==> config.mk <==
export PLATFORM = sky130hd
export DESIGN_NAME = pecu_counter_unit
export DESIGN_NICKNAME = d
export VERILOG_FILES = /design/src/rtl/pecu_counter_unit.v
export VERILOG_INCLUDE_DIRS = /design/src /design/src/rtl
export SDC_FILE = /design/constraint.sdc
export NUM_CORES = 2
export LEC_CHECK = 0
export BUFFER_PORTS_ARGS = -buffer_cell sky130_fd_sc_hd__buf_2
export CORE_AREA = 2 2 406 408
export CTS_CLUSTER_SIZE = 40
export DETAILED_ROUTE_END_ITERATION = 10
export DIE_AREA = 0 0 408 410
export PLACE_DENSITY = 0.48
export SYNTH_ARGS = -nofsm -noshare
export SYNTH_HDL_FRONTEND = slang
export SYNTH_SLANG_ARGS = --single-unit
==> constraint.sdc <==
create_clock -name sys_clk -period 4.4 [get_ports sys_clk]
set_clock_uncertainty 0.2 [all_clocks]
set_input_delay 0.22 -clock sys_clk [delete_from_list [all_inputs] [get_ports sys_clk]]
set_output_delay 0.22 -clock sys_clk [all_outputs]
set_load 0.05 [all_outputs]
==> src/rtl/pecu_regs.vh <==
// Constants for the performance event counter unit: event codes, masks, sizes.
// Included by the counter unit; holds definitions only.
`ifndef PECU_REGS_VH
`define PECU_REGS_VH
`define PECU_CORE_CNT        4
`define PECU_UNC_CNT         8
`define PECU_CNT_W           48
`define PECU_CORE_N          4
`define PECU_LP_N            8
`define PECU_EVT_W           8
`define PECU_CMASK_W         8
// Core event codes and the alias unit mask
`define PECU_EV_DC_LOAD      8'h40
`define PECU_EV_DC_STORE     8'h41
`define PECU_EV_DC_LOCK      8'h42
`define PECU_EV_DC_ALLREF    8'h43
`define PECU_EV_DC_WB        8'h28
`define PECU_EV_ALIAS        8'h07
`define PECU_UM_ALIAS        8'h01
`define PECU_EV_LSD          8'ha8
`define PECU_EV_MSDEC        8'hd1
// Uncore event codes
`define PECU_EV_RT_OCC       8'h02
// Unit mask bits for coherence state (M,E,S,I), then the alias compare width
`define PECU_UM_I            0
`define PECU_UM_S            1
`define PECU_UM_E            2
`define PECU_UM_M            3
`define PECU_ALIAS_BITS      12
`endif

==> src/rtl/pecu_counter_unit.v <==
// Core and uncore event counters with overflow interrupt routing.
// Assumes event inputs are one-cycle indications synchronous to sys_clk;
// the uncore clock domain's unhalted state arrives as a per-cycle level.
// Counters are 48 bits wide and wrap; overflow flags stay set until cleared.
// Uncore counters never see a core identity, so routing is by pattern only.
`timescale 1ns/10ps
`include "pecu_regs.vh"
module pecu_counter_unit (
  input  wire                                     sys_clk,
  input  wire                                     nrst,
  // Core counter configuration, packed per counter
  input  wire [`PECU_CORE_CNT*`PECU_EVT_W-1:0]    coreEvtCode,
  input  wire [`PECU_CORE_CNT*`PECU_EVT_W-1:0]    coreUnitMask,
  input  wire [`PECU_CORE_CNT*`PECU_CMASK_W-1:0]  coreCmask,
  input  wire [`PECU_CORE_CNT*3-1:0]              coreLpSel,
  input  wire [`PECU_CORE_CNT-1:0]                coreEnable,
  input  wire [`PECU_CORE_CNT-1:0]                coreOvfClr,
  // Core event sources
  input  wire                                     dcLoad,
  input  wire                                     dcStore,
  input  wire                                     dcLock,
  input  wire                                     dcCacheable,
  input  wire [3:0]                               dcState,
  input  wire                                     dcWriteback,
  input  wire [3:0]                               l2State,
  input  wire                                     storeFwdCheck,
  input  wire [`PECU_ALIAS_BITS-1:0]              loadAddrLow,
  input  wire [`PECU_ALIAS_BITS-1:0]              storeAddrLow,
  input  wire                                     addrFullMatch,
  input  wire [7:0]                               lsdActivity,
  input  wire                                     complexDecode,
  input  wire                                     fpAssist,
  // Uncore configuration
  input  wire [`PECU_UNC_CNT*`PECU_EVT_W-1:0]     uncEvtCode,
  input  wire [`PECU_UNC_CNT*`PECU_EVT_W-1:0]     uncUnitMask,
  input  wire [`PECU_UNC_CNT*`PECU_CMASK_W-1:0]   uncCmask,
  input  wire [`PECU_UNC_CNT-1:0]                 uncEnable,
  input  wire [`PECU_UNC_CNT:0]                   uncOvfClr,
  input  wire [`PECU_CORE_N-1:0]                  coreSelPattern,
  input  wire                                     fixedEnable,
  // Uncore event sources
  input  wire                                     uncoreUnhalted,
  input  wire [5:0]                               rtOccupancy,
  input  wire [3:0]                               rtStageValid,
  input  wire [7:0]                               uncEventBits,
  // Results
  output reg  [`PECU_CORE_CNT*`PECU_CNT_W-1:0]    coreCount,
  output reg  [`PECU_UNC_CNT*`PECU_CNT_W-1:0]     uncCount,
  output reg  [`PECU_CNT_W-1:0]                   fixedCount,
  output reg  [`PECU_CORE_CNT-1:0]                coreOvf,
  output reg  [`PECU_UNC_CNT:0]                   uncOvf,
  output reg  [`PECU_LP_N-1:0]                    lpPerfIrq,
  output reg  [`PECU_CORE_N-1:0]                  corePerfIrq
);

  // ==========================================================================
  // Shared event decode
  wire [3:0] dcStMask;
  wire       aliasHit;
  wire [7:0] lsdCount;
  wire       msDecode;
  wire       dcLoadRef;
  wire       dcStoreRef;
  wire       dcAnyRef;
  wire       lowBitsMatch;

  // State mask is one-hot; an I-state reference is a miss
  assign dcStMask = dcState;

  // Only cacheable loads and stores are split by state
  assign dcLoadRef  = dcLoad & dcCacheable;
  assign dcStoreRef = dcStore & dcCacheable;
  assign dcAnyRef   = dcLoad | dcStore;

  // Low-bit alias
  // A full match forwards properly, so it is no alias
  assign lowBitsMatch = (loadAddrLow == storeAddrLow);
  assign aliasHit     = storeFwdCheck & lowBitsMatch & ~addrFullMatch;

  // Activity is counted raw or through the threshold
  assign lsdCount = lsdActivity;

  assign msDecode = complexDecode | fpAssist;

  // ==========================================================================
  // Core counters
  genvar gi;
  generate
    for (gi = 0; gi < `PECU_CORE_CNT; gi = gi + 1) begin : gCore
      wire [`PECU_EVT_W-1:0]   code;
      wire [`PECU_EVT_W-1:0]   umask;
      wire [`PECU_CMASK_W-1:0] cm;
      reg  [7:0]               inc;
      reg                      dcEvt;
      wire [`PECU_CNT_W:0]     sum;
      assign code  = coreEvtCode[gi*`PECU_EVT_W +: `PECU_EVT_W];
      assign umask = coreUnitMask[gi*`PECU_EVT_W +: `PECU_EVT_W];
      assign cm    = coreCmask[gi*`PECU_CMASK_W +: `PECU_CMASK_W];

      always @* begin
        inc   = 8'h00;
        dcEvt = 1'b0;
        case (code)
          `PECU_EV_DC_LOAD: begin
            dcEvt = dcLoadRef & |(umask[3:0] & dcStMask);
          end
          `PECU_EV_DC_STORE: begin
            dcEvt = dcStoreRef & |(umask[3:0] & dcStMask);
          end
          `PECU_EV_DC_LOCK: begin
            dcEvt = dcLock & |(umask[3:1] & dcStMask[3:1]);
          end
          // Unit mask bit one widens to uncacheable references
          `PECU_EV_DC_ALLREF: begin
            dcEvt = dcAnyRef & (dcCacheable | umask[1]);
          end
          `PECU_EV_DC_WB: begin
            dcEvt = dcWriteback & |(umask[3:0] & l2State);
          end
          // Alias needs its exact unit mask
          `PECU_EV_ALIAS: begin
            inc = {7'h00, aliasHit & (umask == `PECU_UM_ALIAS)};
          end
          `PECU_EV_LSD: begin
            if (cm == 8'h00) begin
              inc = lsdCount;
            end else begin
              inc = {7'h00, lsdCount >= cm};
            end
          end
          `PECU_EV_MSDEC: begin
            inc = {7'h00, msDecode};
          end
          default: begin
            inc = 8'h00;
          end
        endcase
        // Cache events first two only
        // Counters two and three carry no cache event wiring
        if (dcEvt && (gi < 2)) begin
          inc = 8'h01;
        end
      end

      assign sum = {1'b0, coreCount[gi*`PECU_CNT_W +: `PECU_CNT_W]} + {41'h0, inc};

      always @(posedge sys_clk or negedge nrst) begin
        if (!nrst) begin
          coreCount[gi*`PECU_CNT_W +: `PECU_CNT_W] <= 48'h0;
          coreOvf[gi] <= 1'b0;
        end else begin
          if (coreEnable[gi]) begin
            coreCount[gi*`PECU_CNT_W +: `PECU_CNT_W] <= sum[`PECU_CNT_W-1:0];
          end
          // Set wins over clear
          coreOvf[gi] <= (coreEnable[gi] & sum[`PECU_CNT_W])
                         | (coreOvf[gi] & ~coreOvfClr[gi]);
        end
      end
    end
  endgenerate

  // ==========================================================================
  // Uncore counters; no core identity enters the count
  generate
    for (gi = 0; gi < `PECU_UNC_CNT; gi = gi + 1) begin : gUnc
      wire [`PECU_EVT_W-1:0]   code;
      wire [`PECU_EVT_W-1:0]   umask;
      wire [`PECU_CMASK_W-1:0] cm;
      // Counter index as a sized constant for the slot compare
      localparam [2:0]         slotIdx = gi;
      reg  [7:0]               inc;
      wire [`PECU_CNT_W:0]     sum;
      wire                     rtAtLevel;
      wire                     rtStageHit;
      wire                     genericHit;
      wire                     slotHit;
      assign code  = uncEvtCode[gi*`PECU_EVT_W +: `PECU_EVT_W];
      assign umask = uncUnitMask[gi*`PECU_EVT_W +: `PECU_EVT_W];
      assign cm    = uncCmask[gi*`PECU_CMASK_W +: `PECU_CMASK_W];

      // Threshold and stage qualify the occupancy
      assign rtAtLevel  = ({2'b00, rtOccupancy} >= cm);
      assign rtStageHit = |(umask[3:0] & rtStageValid);

      // Generic events land on the counter whose slot the code names
      assign genericHit = |(umask & uncEventBits);
      assign slotHit    = (code[2:0] == slotIdx);

      always @* begin
        inc = 8'h00;
        if (code == `PECU_EV_RT_OCC) begin
          if (cm == 8'h00) begin
            inc = {2'b00, rtOccupancy};
          end else begin
            inc = {7'h00, rtAtLevel & rtStageHit};
          end
        end else begin
          inc = {7'h00, genericHit & slotHit};
        end
      end

      assign sum = {1'b0, uncCount[gi*`PECU_CNT_W +: `PECU_CNT_W]} + {41'h0, inc};

      always @(posedge sys_clk or negedge nrst) begin
        if (!nrst) begin
          uncCount[gi*`PECU_CNT_W +: `PECU_CNT_W] <= 48'h0;
          uncOvf[gi] <= 1'b0;
        end else begin
          if (uncEnable[gi]) begin
            uncCount[gi*`PECU_CNT_W +: `PECU_CNT_W] <= sum[`PECU_CNT_W-1:0];
          end
          // Set wins over clear
          uncOvf[gi] <= (uncEnable[gi] & sum[`PECU_CNT_W])
                        | (uncOvf[gi] & ~uncOvfClr[gi]);
        end
      end
    end
  endgenerate

  // ==========================================================================
  // Fixed uncore counter
  wire [`PECU_CNT_W:0] fixedSum;
  wire                 fixedTick;

  // Unhalted level is sampled per cycle; no event code applies here
  assign fixedTick = fixedEnable & uncoreUnhalted;
  assign fixedSum  = {1'b0, fixedCount} + 49'h1;

  always @(posedge sys_clk or negedge nrst) begin
    if (!nrst) begin
      fixedCount <= 48'h0;
      uncOvf[`PECU_UNC_CNT] <= 1'b0;
    end else begin
      if (fixedTick) begin
        fixedCount <= fixedSum[`PECU_CNT_W-1:0];
      end
      // Set wins over clear
      uncOvf[`PECU_UNC_CNT] <= (fixedTick & fixedSum[`PECU_CNT_W])
                               | (uncOvf[`PECU_UNC_CNT] & ~uncOvfClr[`PECU_UNC_CNT]);
    end
  end

  // ==========================================================================
  // Interrupt requests
  // Core counters route to the logical processor picked per counter.
  reg [`PECU_LP_N-1:0] next_lpPerfIrq;
  integer k;
  always @* begin
    next_lpPerfIrq = {`PECU_LP_N{1'b0}};
    for (k = 0; k < `PECU_CORE_CNT; k = k + 1) begin
      if (coreOvf[k]) begin
        next_lpPerfIrq[coreLpSel[k*3 +: 3]] = 1'b1;
      end
    end
  end

  // Uncore routing ignores which counter wrapped; software reads the flags
  // Requests stay up while any flag is set, one cycle behind it
  always @(posedge sys_clk or negedge nrst) begin
    if (!nrst) begin
      lpPerfIrq   <= 8'h00;
      corePerfIrq <= 4'h0;
    end else begin
      lpPerfIrq   <= next_lpPerfIrq;
      corePerfIrq <= (|uncOvf) ? coreSelPattern : 4'h0;
    end
  end

endmodule

**Word level (Yosys, flattened, before mapping)**

Index checks and enable logic that the tools add are counted.

- Word-level logic and storage cells: 301
- RAM bits: 0
- ROM bits: 0
- Flip-flop bits (word level): 649
- Memories: 0
- Bits in latches: 0

- Div/mod/pow operators: 0
- Reductions and logical operators: 40
- Add/sub/neg operators: 13
- Multiply operators: 0
- Mux-type cells: 41
- Shifts and indexed selects: 0
- Bitwise gates (word level): 117
- Equal/unequal tests: 42
- Magnitude comparators: 20

Operators with widths:

| operator | number |
|---|---|
| $add 48x8->49 | 12 |
| $mux 8 | 18 |
| $logic_not 8->1 | 12 |
| $pmux 8 s3 | 4 |
| $and 8x8->8 | 8 |
| $eq 8x2->1 const B | 8 |
| $eq 8x7->1 const B | 8 |
| $eq 8x8->1 const B | 8 |
| $ge 6x8->1 | 8 |
| $reduce_or 8->1 | 8 |
| $and 1x1->1 | 61 |
| $add 48x1->49 const B | 1 |
| $and 4x4->4 | 12 |
| $mux 6 | 8 |
| $reduce_or 4->1 | 12 |
| $eq 8x1->1 const B | 4 |
| $eq 8x3->1 const B | 4 |
| $ge 8x8->1 | 4 |
| $or 8x8->8 | 3 |
| $or 1x1->1 | 17 |
| $eq 8x6->1 const B | 2 |
| $lt 3x4->1 const B | 4 |
| $not 1->1 | 14 |
| $demux 1 s3 | 4 |
| other kinds (13) | 29 |

**Depth between registers and ports, before layout**

- Depth after elaboration: 11
- Gate-level depth with buffers: 17
- Gate-level depth less buffers: 15

**Worst setup path after synthesis**

OpenSTA, ideal clock, no wires.

- Path kind: input to register
- Start point: input rtOccupancy[0]
- End point: register uncCount[92]
- Arrival: 3.395 ns
- Path slack: 0.662 ns
- Data required time: 4.056 ns
- Stages on the path: 15
- Path buffers: 1
- Cell sequence: clkbuf_1 -> inv_1 -> ha_1 -> nand2b_1 -> a21o_1 -> a21o_1 -> a2111oi_0 -> o21ai_0 -> ha_1 -> fa_1 -> a21o_1 -> a31oi_1 -> nand4bb_1 -> nor2_1 -> xor2_1

- Cells in the longest elaborated chain, start to end: 5

Ends and longest elaborated chain:

| item | RTL line | source |
|---|---|---|
| start, declared | pecu_counter_unit.v:43 | `input wire [5:0] rtOccupancy,` |
| $ge 6x8->1 | pecu_counter_unit.v:183 | `assign rtAtLevel = ({2'b00, rtOccupancy} >= cm);` |
| $and 1x1->1 | pecu_counter_unit.v:196 | `inc = {7'h00, rtAtLevel & rtStageHit};` |
| $mux 6 * | pecu_counter_unit.v:193 | `if (cm == 8'h00) begin` |
| $mux 8 * | pecu_counter_unit.v:192 | `` if (code == `PECU_EV_RT_OCC) begin `` |
| $add 48x8->49 * | pecu_counter_unit.v:203 | `` assign sum = {1'b0, uncCount[gi*`PECU_CNT_W +: `PECU_CNT_W]} + {41'h0, inc}; `` |
| end signal, assigned by index | pecu_counter_unit.v:211 | `` uncCount[gi*`PECU_CNT_W +: `PECU_CNT_W] <= sum[`PECU_CNT_W-1:0]; `` |
| end, declared | pecu_counter_unit.v:48 | `` output reg [`PECU_UNC_CNT*`PECU_CNT_W-1:0] uncCount, `` |

Mark *: on every way between the ends. The rest lies on a longest branch, timed or not.
A chain may end at the register's enable or synchronous reset.

**Final worst setup path**

- Start point: input uncEvtCode[27]
- End point: register uncCount[185]

- Cells in the longest elaborated chain, start to end: 3

Ends and longest elaborated chain:

| item | RTL line | source |
|---|---|---|
| start, declared | pecu_counter_unit.v:34 | `` input wire [`PECU_UNC_CNT*`PECU_EVT_W-1:0] uncEvtCode, `` |
| $eq 8x2->1 (no source line) | - |  |
| $mux 8 | pecu_counter_unit.v:192 |  |
| $add 48x8->49 | pecu_counter_unit.v:203 |  |

Every way passes these cells.

==> impl_metrics.toml <==
[cells_and_area]
drive_above_1_share = 0.2863
layout.cells.non_filler = 7060
final_nets = 5363
fin_area_um2 = 48250
layout_common_cells = "1,047 x buf_2, 649 x dfrtp_1, 375 x xnor2_1"
synthToLayoutAreaGrowth_pct = 34.61
final_common_cell = "buf_2"
nFillCells = 17442

[power_and_ir_drop]
pwr-share-clk = 0.449
p_leak_nw = 24.54
p_seq_frac = 0.391
internal_power_mw = 11.37
switchingPower_mw = 5.047
vdd_ir_drop_max_uv = 317.2
power_frac_comb = 0.160
switching_share = 0.3074
cellPowerDensity_nw_per_um2 = 340.3

[routing]
drc_errors = 0
vias_per_cell = 4.676
antenna_left = 0
drt-total-wl_um = 159500
first_iter_violations = 2807
wl_per_cell_um = 22.59
drtPass1Iterations = 8
num_vias = 33010

[synthesis]
synth_cells = 3540
avgSynthCellArea_um2 = 10.12
seq_area_frac_synth = 0.4531
syn_nets = 4113
synth_edf_count = 0
ys_seq_elements = 649
syn_area_um2 = 35840
synthDistinctLibCells = 77
ys.flop_type = "dfrtp_1"
ys.warnings.count = 0
async_flop_share = 1.000

[grt]
grt_max_degree = 85
grt_pass1_wl_um = 228200
grt_antenna_before_repair = 34
grt_pass1_vias = 32038
overflow = 0
grt.total_usage = 0.1837

[setup_path]
reg2reg_to = "lpPerfIrq[2]"
worstPathMaxFanout = 5
cp-end-kind = "flop"
worstSetupStartpointType = "input port"
r2r_setup_slack_ns = 1.41
worstSetupPathType = "input port to flop"
crit_arrival_ns = 4.41
reg2reg_from = "coreOvf[3]"
r2r_cells = 7
timing.critical_path.required_ns = 4.81

[min_path]
hp-start = "uncEvtCode[24]"
hp-class = "input port to flop"
hold_path_depth = 5
min_to = "uncCount[144]"

[timing]
period_minus_slack_ns = 4.005
hold_viol = 0
finalMaxSlewViolations = 0
final.period_utilization = 0.9103
max_freq_mhz = 249.7
tns_ns = 0
setup_viol = 0
worst_pin_slew_ns = 1.012
grt_setup_unrepaired = "no"
relSlewSlack = 0.3189

[floorplanning]
die_area_um2 = 167300
initial_core_util = 0.2192
die_w_um = 408
die_h_um = 410
design.portCount = 1049
core_um2 = 163500
row_count = 149

[place]
hpwl_um = 130500
placed_area_um2 = 44510
port_buffers = 1048
place_inst = 6819
gp_congestion = 1.040

[clock_network]
cts_inserted_buffers = 85
cts_buffer_depth = 3
clk_pin_slew_ns = 0.06
cts_tree = "yes"
htreeDepth = 3
clockRootBuffer = "clkbuf_16"
clock-sinks = 649
clock_latency_ns = 0.69
cts_setup_buffers = 0

[run_status]
status = "finished clean"

[job]
maxCapViolations = 0
## cell families after synthesis
| kind of cell | Yosys count | synth area share |
|---|---|---|
| and+or+nand+nor | 1385 | 0.2086 |
| muxes | 70 | 0.02178 |
| AOI/OAI and AO/OA | 418 | 0.07977 |
| buffers and inverters | 240 | 0.02597 |
| adders and majority gates | 173 | 0.06291 |
| DFF | 649 | 0.4531 |
| xor gates and xnor gates | 605 | 0.1478 |
## power groups by stage
stage / logic (mW) / clock network [mW] / registers, mW
after floorplan: 0.746 / 0 / 7.22
after global placement: 2.57 / 0 / 6.52
after detailed placement: 2.58 / 0 / 6.53
after CTS: 2.64 / 7.59 / 6.42
after global routing: 2.81 / 7.84 / 6.46
final: 2.63 / 7.37 / 6.42
## flip-flops by register name, indices dropped and copies added, names as in the netlist
signal and count:
fixedCount 48, uncCount 384, coreCount 192, lpPerfIrq 8
coreOvf 4, corePerfIrq 4, uncOvf 9
## what timing repair did
action,4_1_cts,5_1_grt
hold buffers,73,0
endpoints found under the setup margin,0,4
resized for setup,0,1
hold endpoints to repair,325,0
## worst max-delay path, stage by stage
cell and delay (ns):
buf_2 0.16, nor4_1 0.29, nand3_1 0.52, a21oi_2 0.68, o2111ai_1 0.20, o21ai_0 0.44, ha_1 0.30, a211oi_1 0.11
o21ai_0 0.65, nand4_1 0.40, nor3_1 0.28, xnor2_1 0.15
## Yosys cell counts (all sizes together), types with 23 or more instances
cell type / instances / area share
clkbuf: 54 / 0.0057
inv: 176 / 0.018
and4: 50 / 0.012
mux2: 64 / 0.020
nand4: 162 / 0.029
o21ai: 73 / 0.010
a211oi: 29 / 0.0061
and3: 75 / 0.013
ha: 161 / 0.056
nor3: 143 / 0.021
xnor2: 375 / 0.092
dfrtp: 649 / 0.45
nand3: 209 / 0.029
xor2: 230 / 0.056
a21o: 43 / 0.0090
nor2: 199 / 0.021
nand2: 239 / 0.025
and2: 95 / 0.017
nand2b: 23 / 0.0040
nor4: 89 / 0.017
a21oi: 91 / 0.013
a22oi: 35 / 0.0073
## cell type report
| class | instances | area, um2 | share of cell area |
|---|---|---|---|
| Tap cell | 2189 | 2739 | 0.05677 |
| Multi-Input combinational cell | 2651 | 18690 | 0.3873 |
| Clock buffer | 120 | 2439 | 0.05054 |
| Antenna cell | 13 | 32.53 | 0.0006743 |
| Clock inverter | 35 | 519.2 | 0.01076 |
| Sequential cell | 649 | 16240 | 0.3366 |
| Timing Repair Buffer | 1227 | 6929 | 0.1436 |
| Inverter | 176 | 660.6 | 0.01369 |
## worst max-delay path by stage
| stage | from | endpoint | slack (ns) | cells past startpoint |
|---|---|---|---|---|
| finish | uncEvtCode[27] | uncCount[185] | 0.39 | 12 |
| global route | uncEvtCode[27] | uncCount[185] | 0.29 | 12 |
| CTS | uncEvtCode[27] | uncCount[185] | 0.29 | 12 |
| detailed placement | uncEvtCode[27] | uncCount[185] | -0.46 | 12 |
| global placement | uncEvtCode[27] | uncCount[185] | -0.43 | 12 |
| floorplan | rtOccupancy[0] | uncCount[92] | 0.66 | 15 |
## per-stage QoR
stage	worst slack, ns	total power, mW	util	hold WS, ns
floorplan	0.6616	7.969	-	-0.2756
global placement	-0.4304	9.093	0.2723	0.1159
detailed placement	-0.4607	9.106	0.2723	0.1186
CTS	0.2879	16.66	0.2949	0.001829
global route	0.2870	17.11	0.2950	-0.001722
finish	0.3946	16.42	0.2951	0.06776
## routing by layer
metal  global-route usage  vias to the layer above  routed length (um)
met5                    0                        -                  93
met4              0.06290                       14                5478
met3              0.06969                      261               15940
met2               0.2796                     1332               70560
met1               0.2370                    16201               67440
li1                     -                    15202                   -
Power figures use the tool's default switching activity.
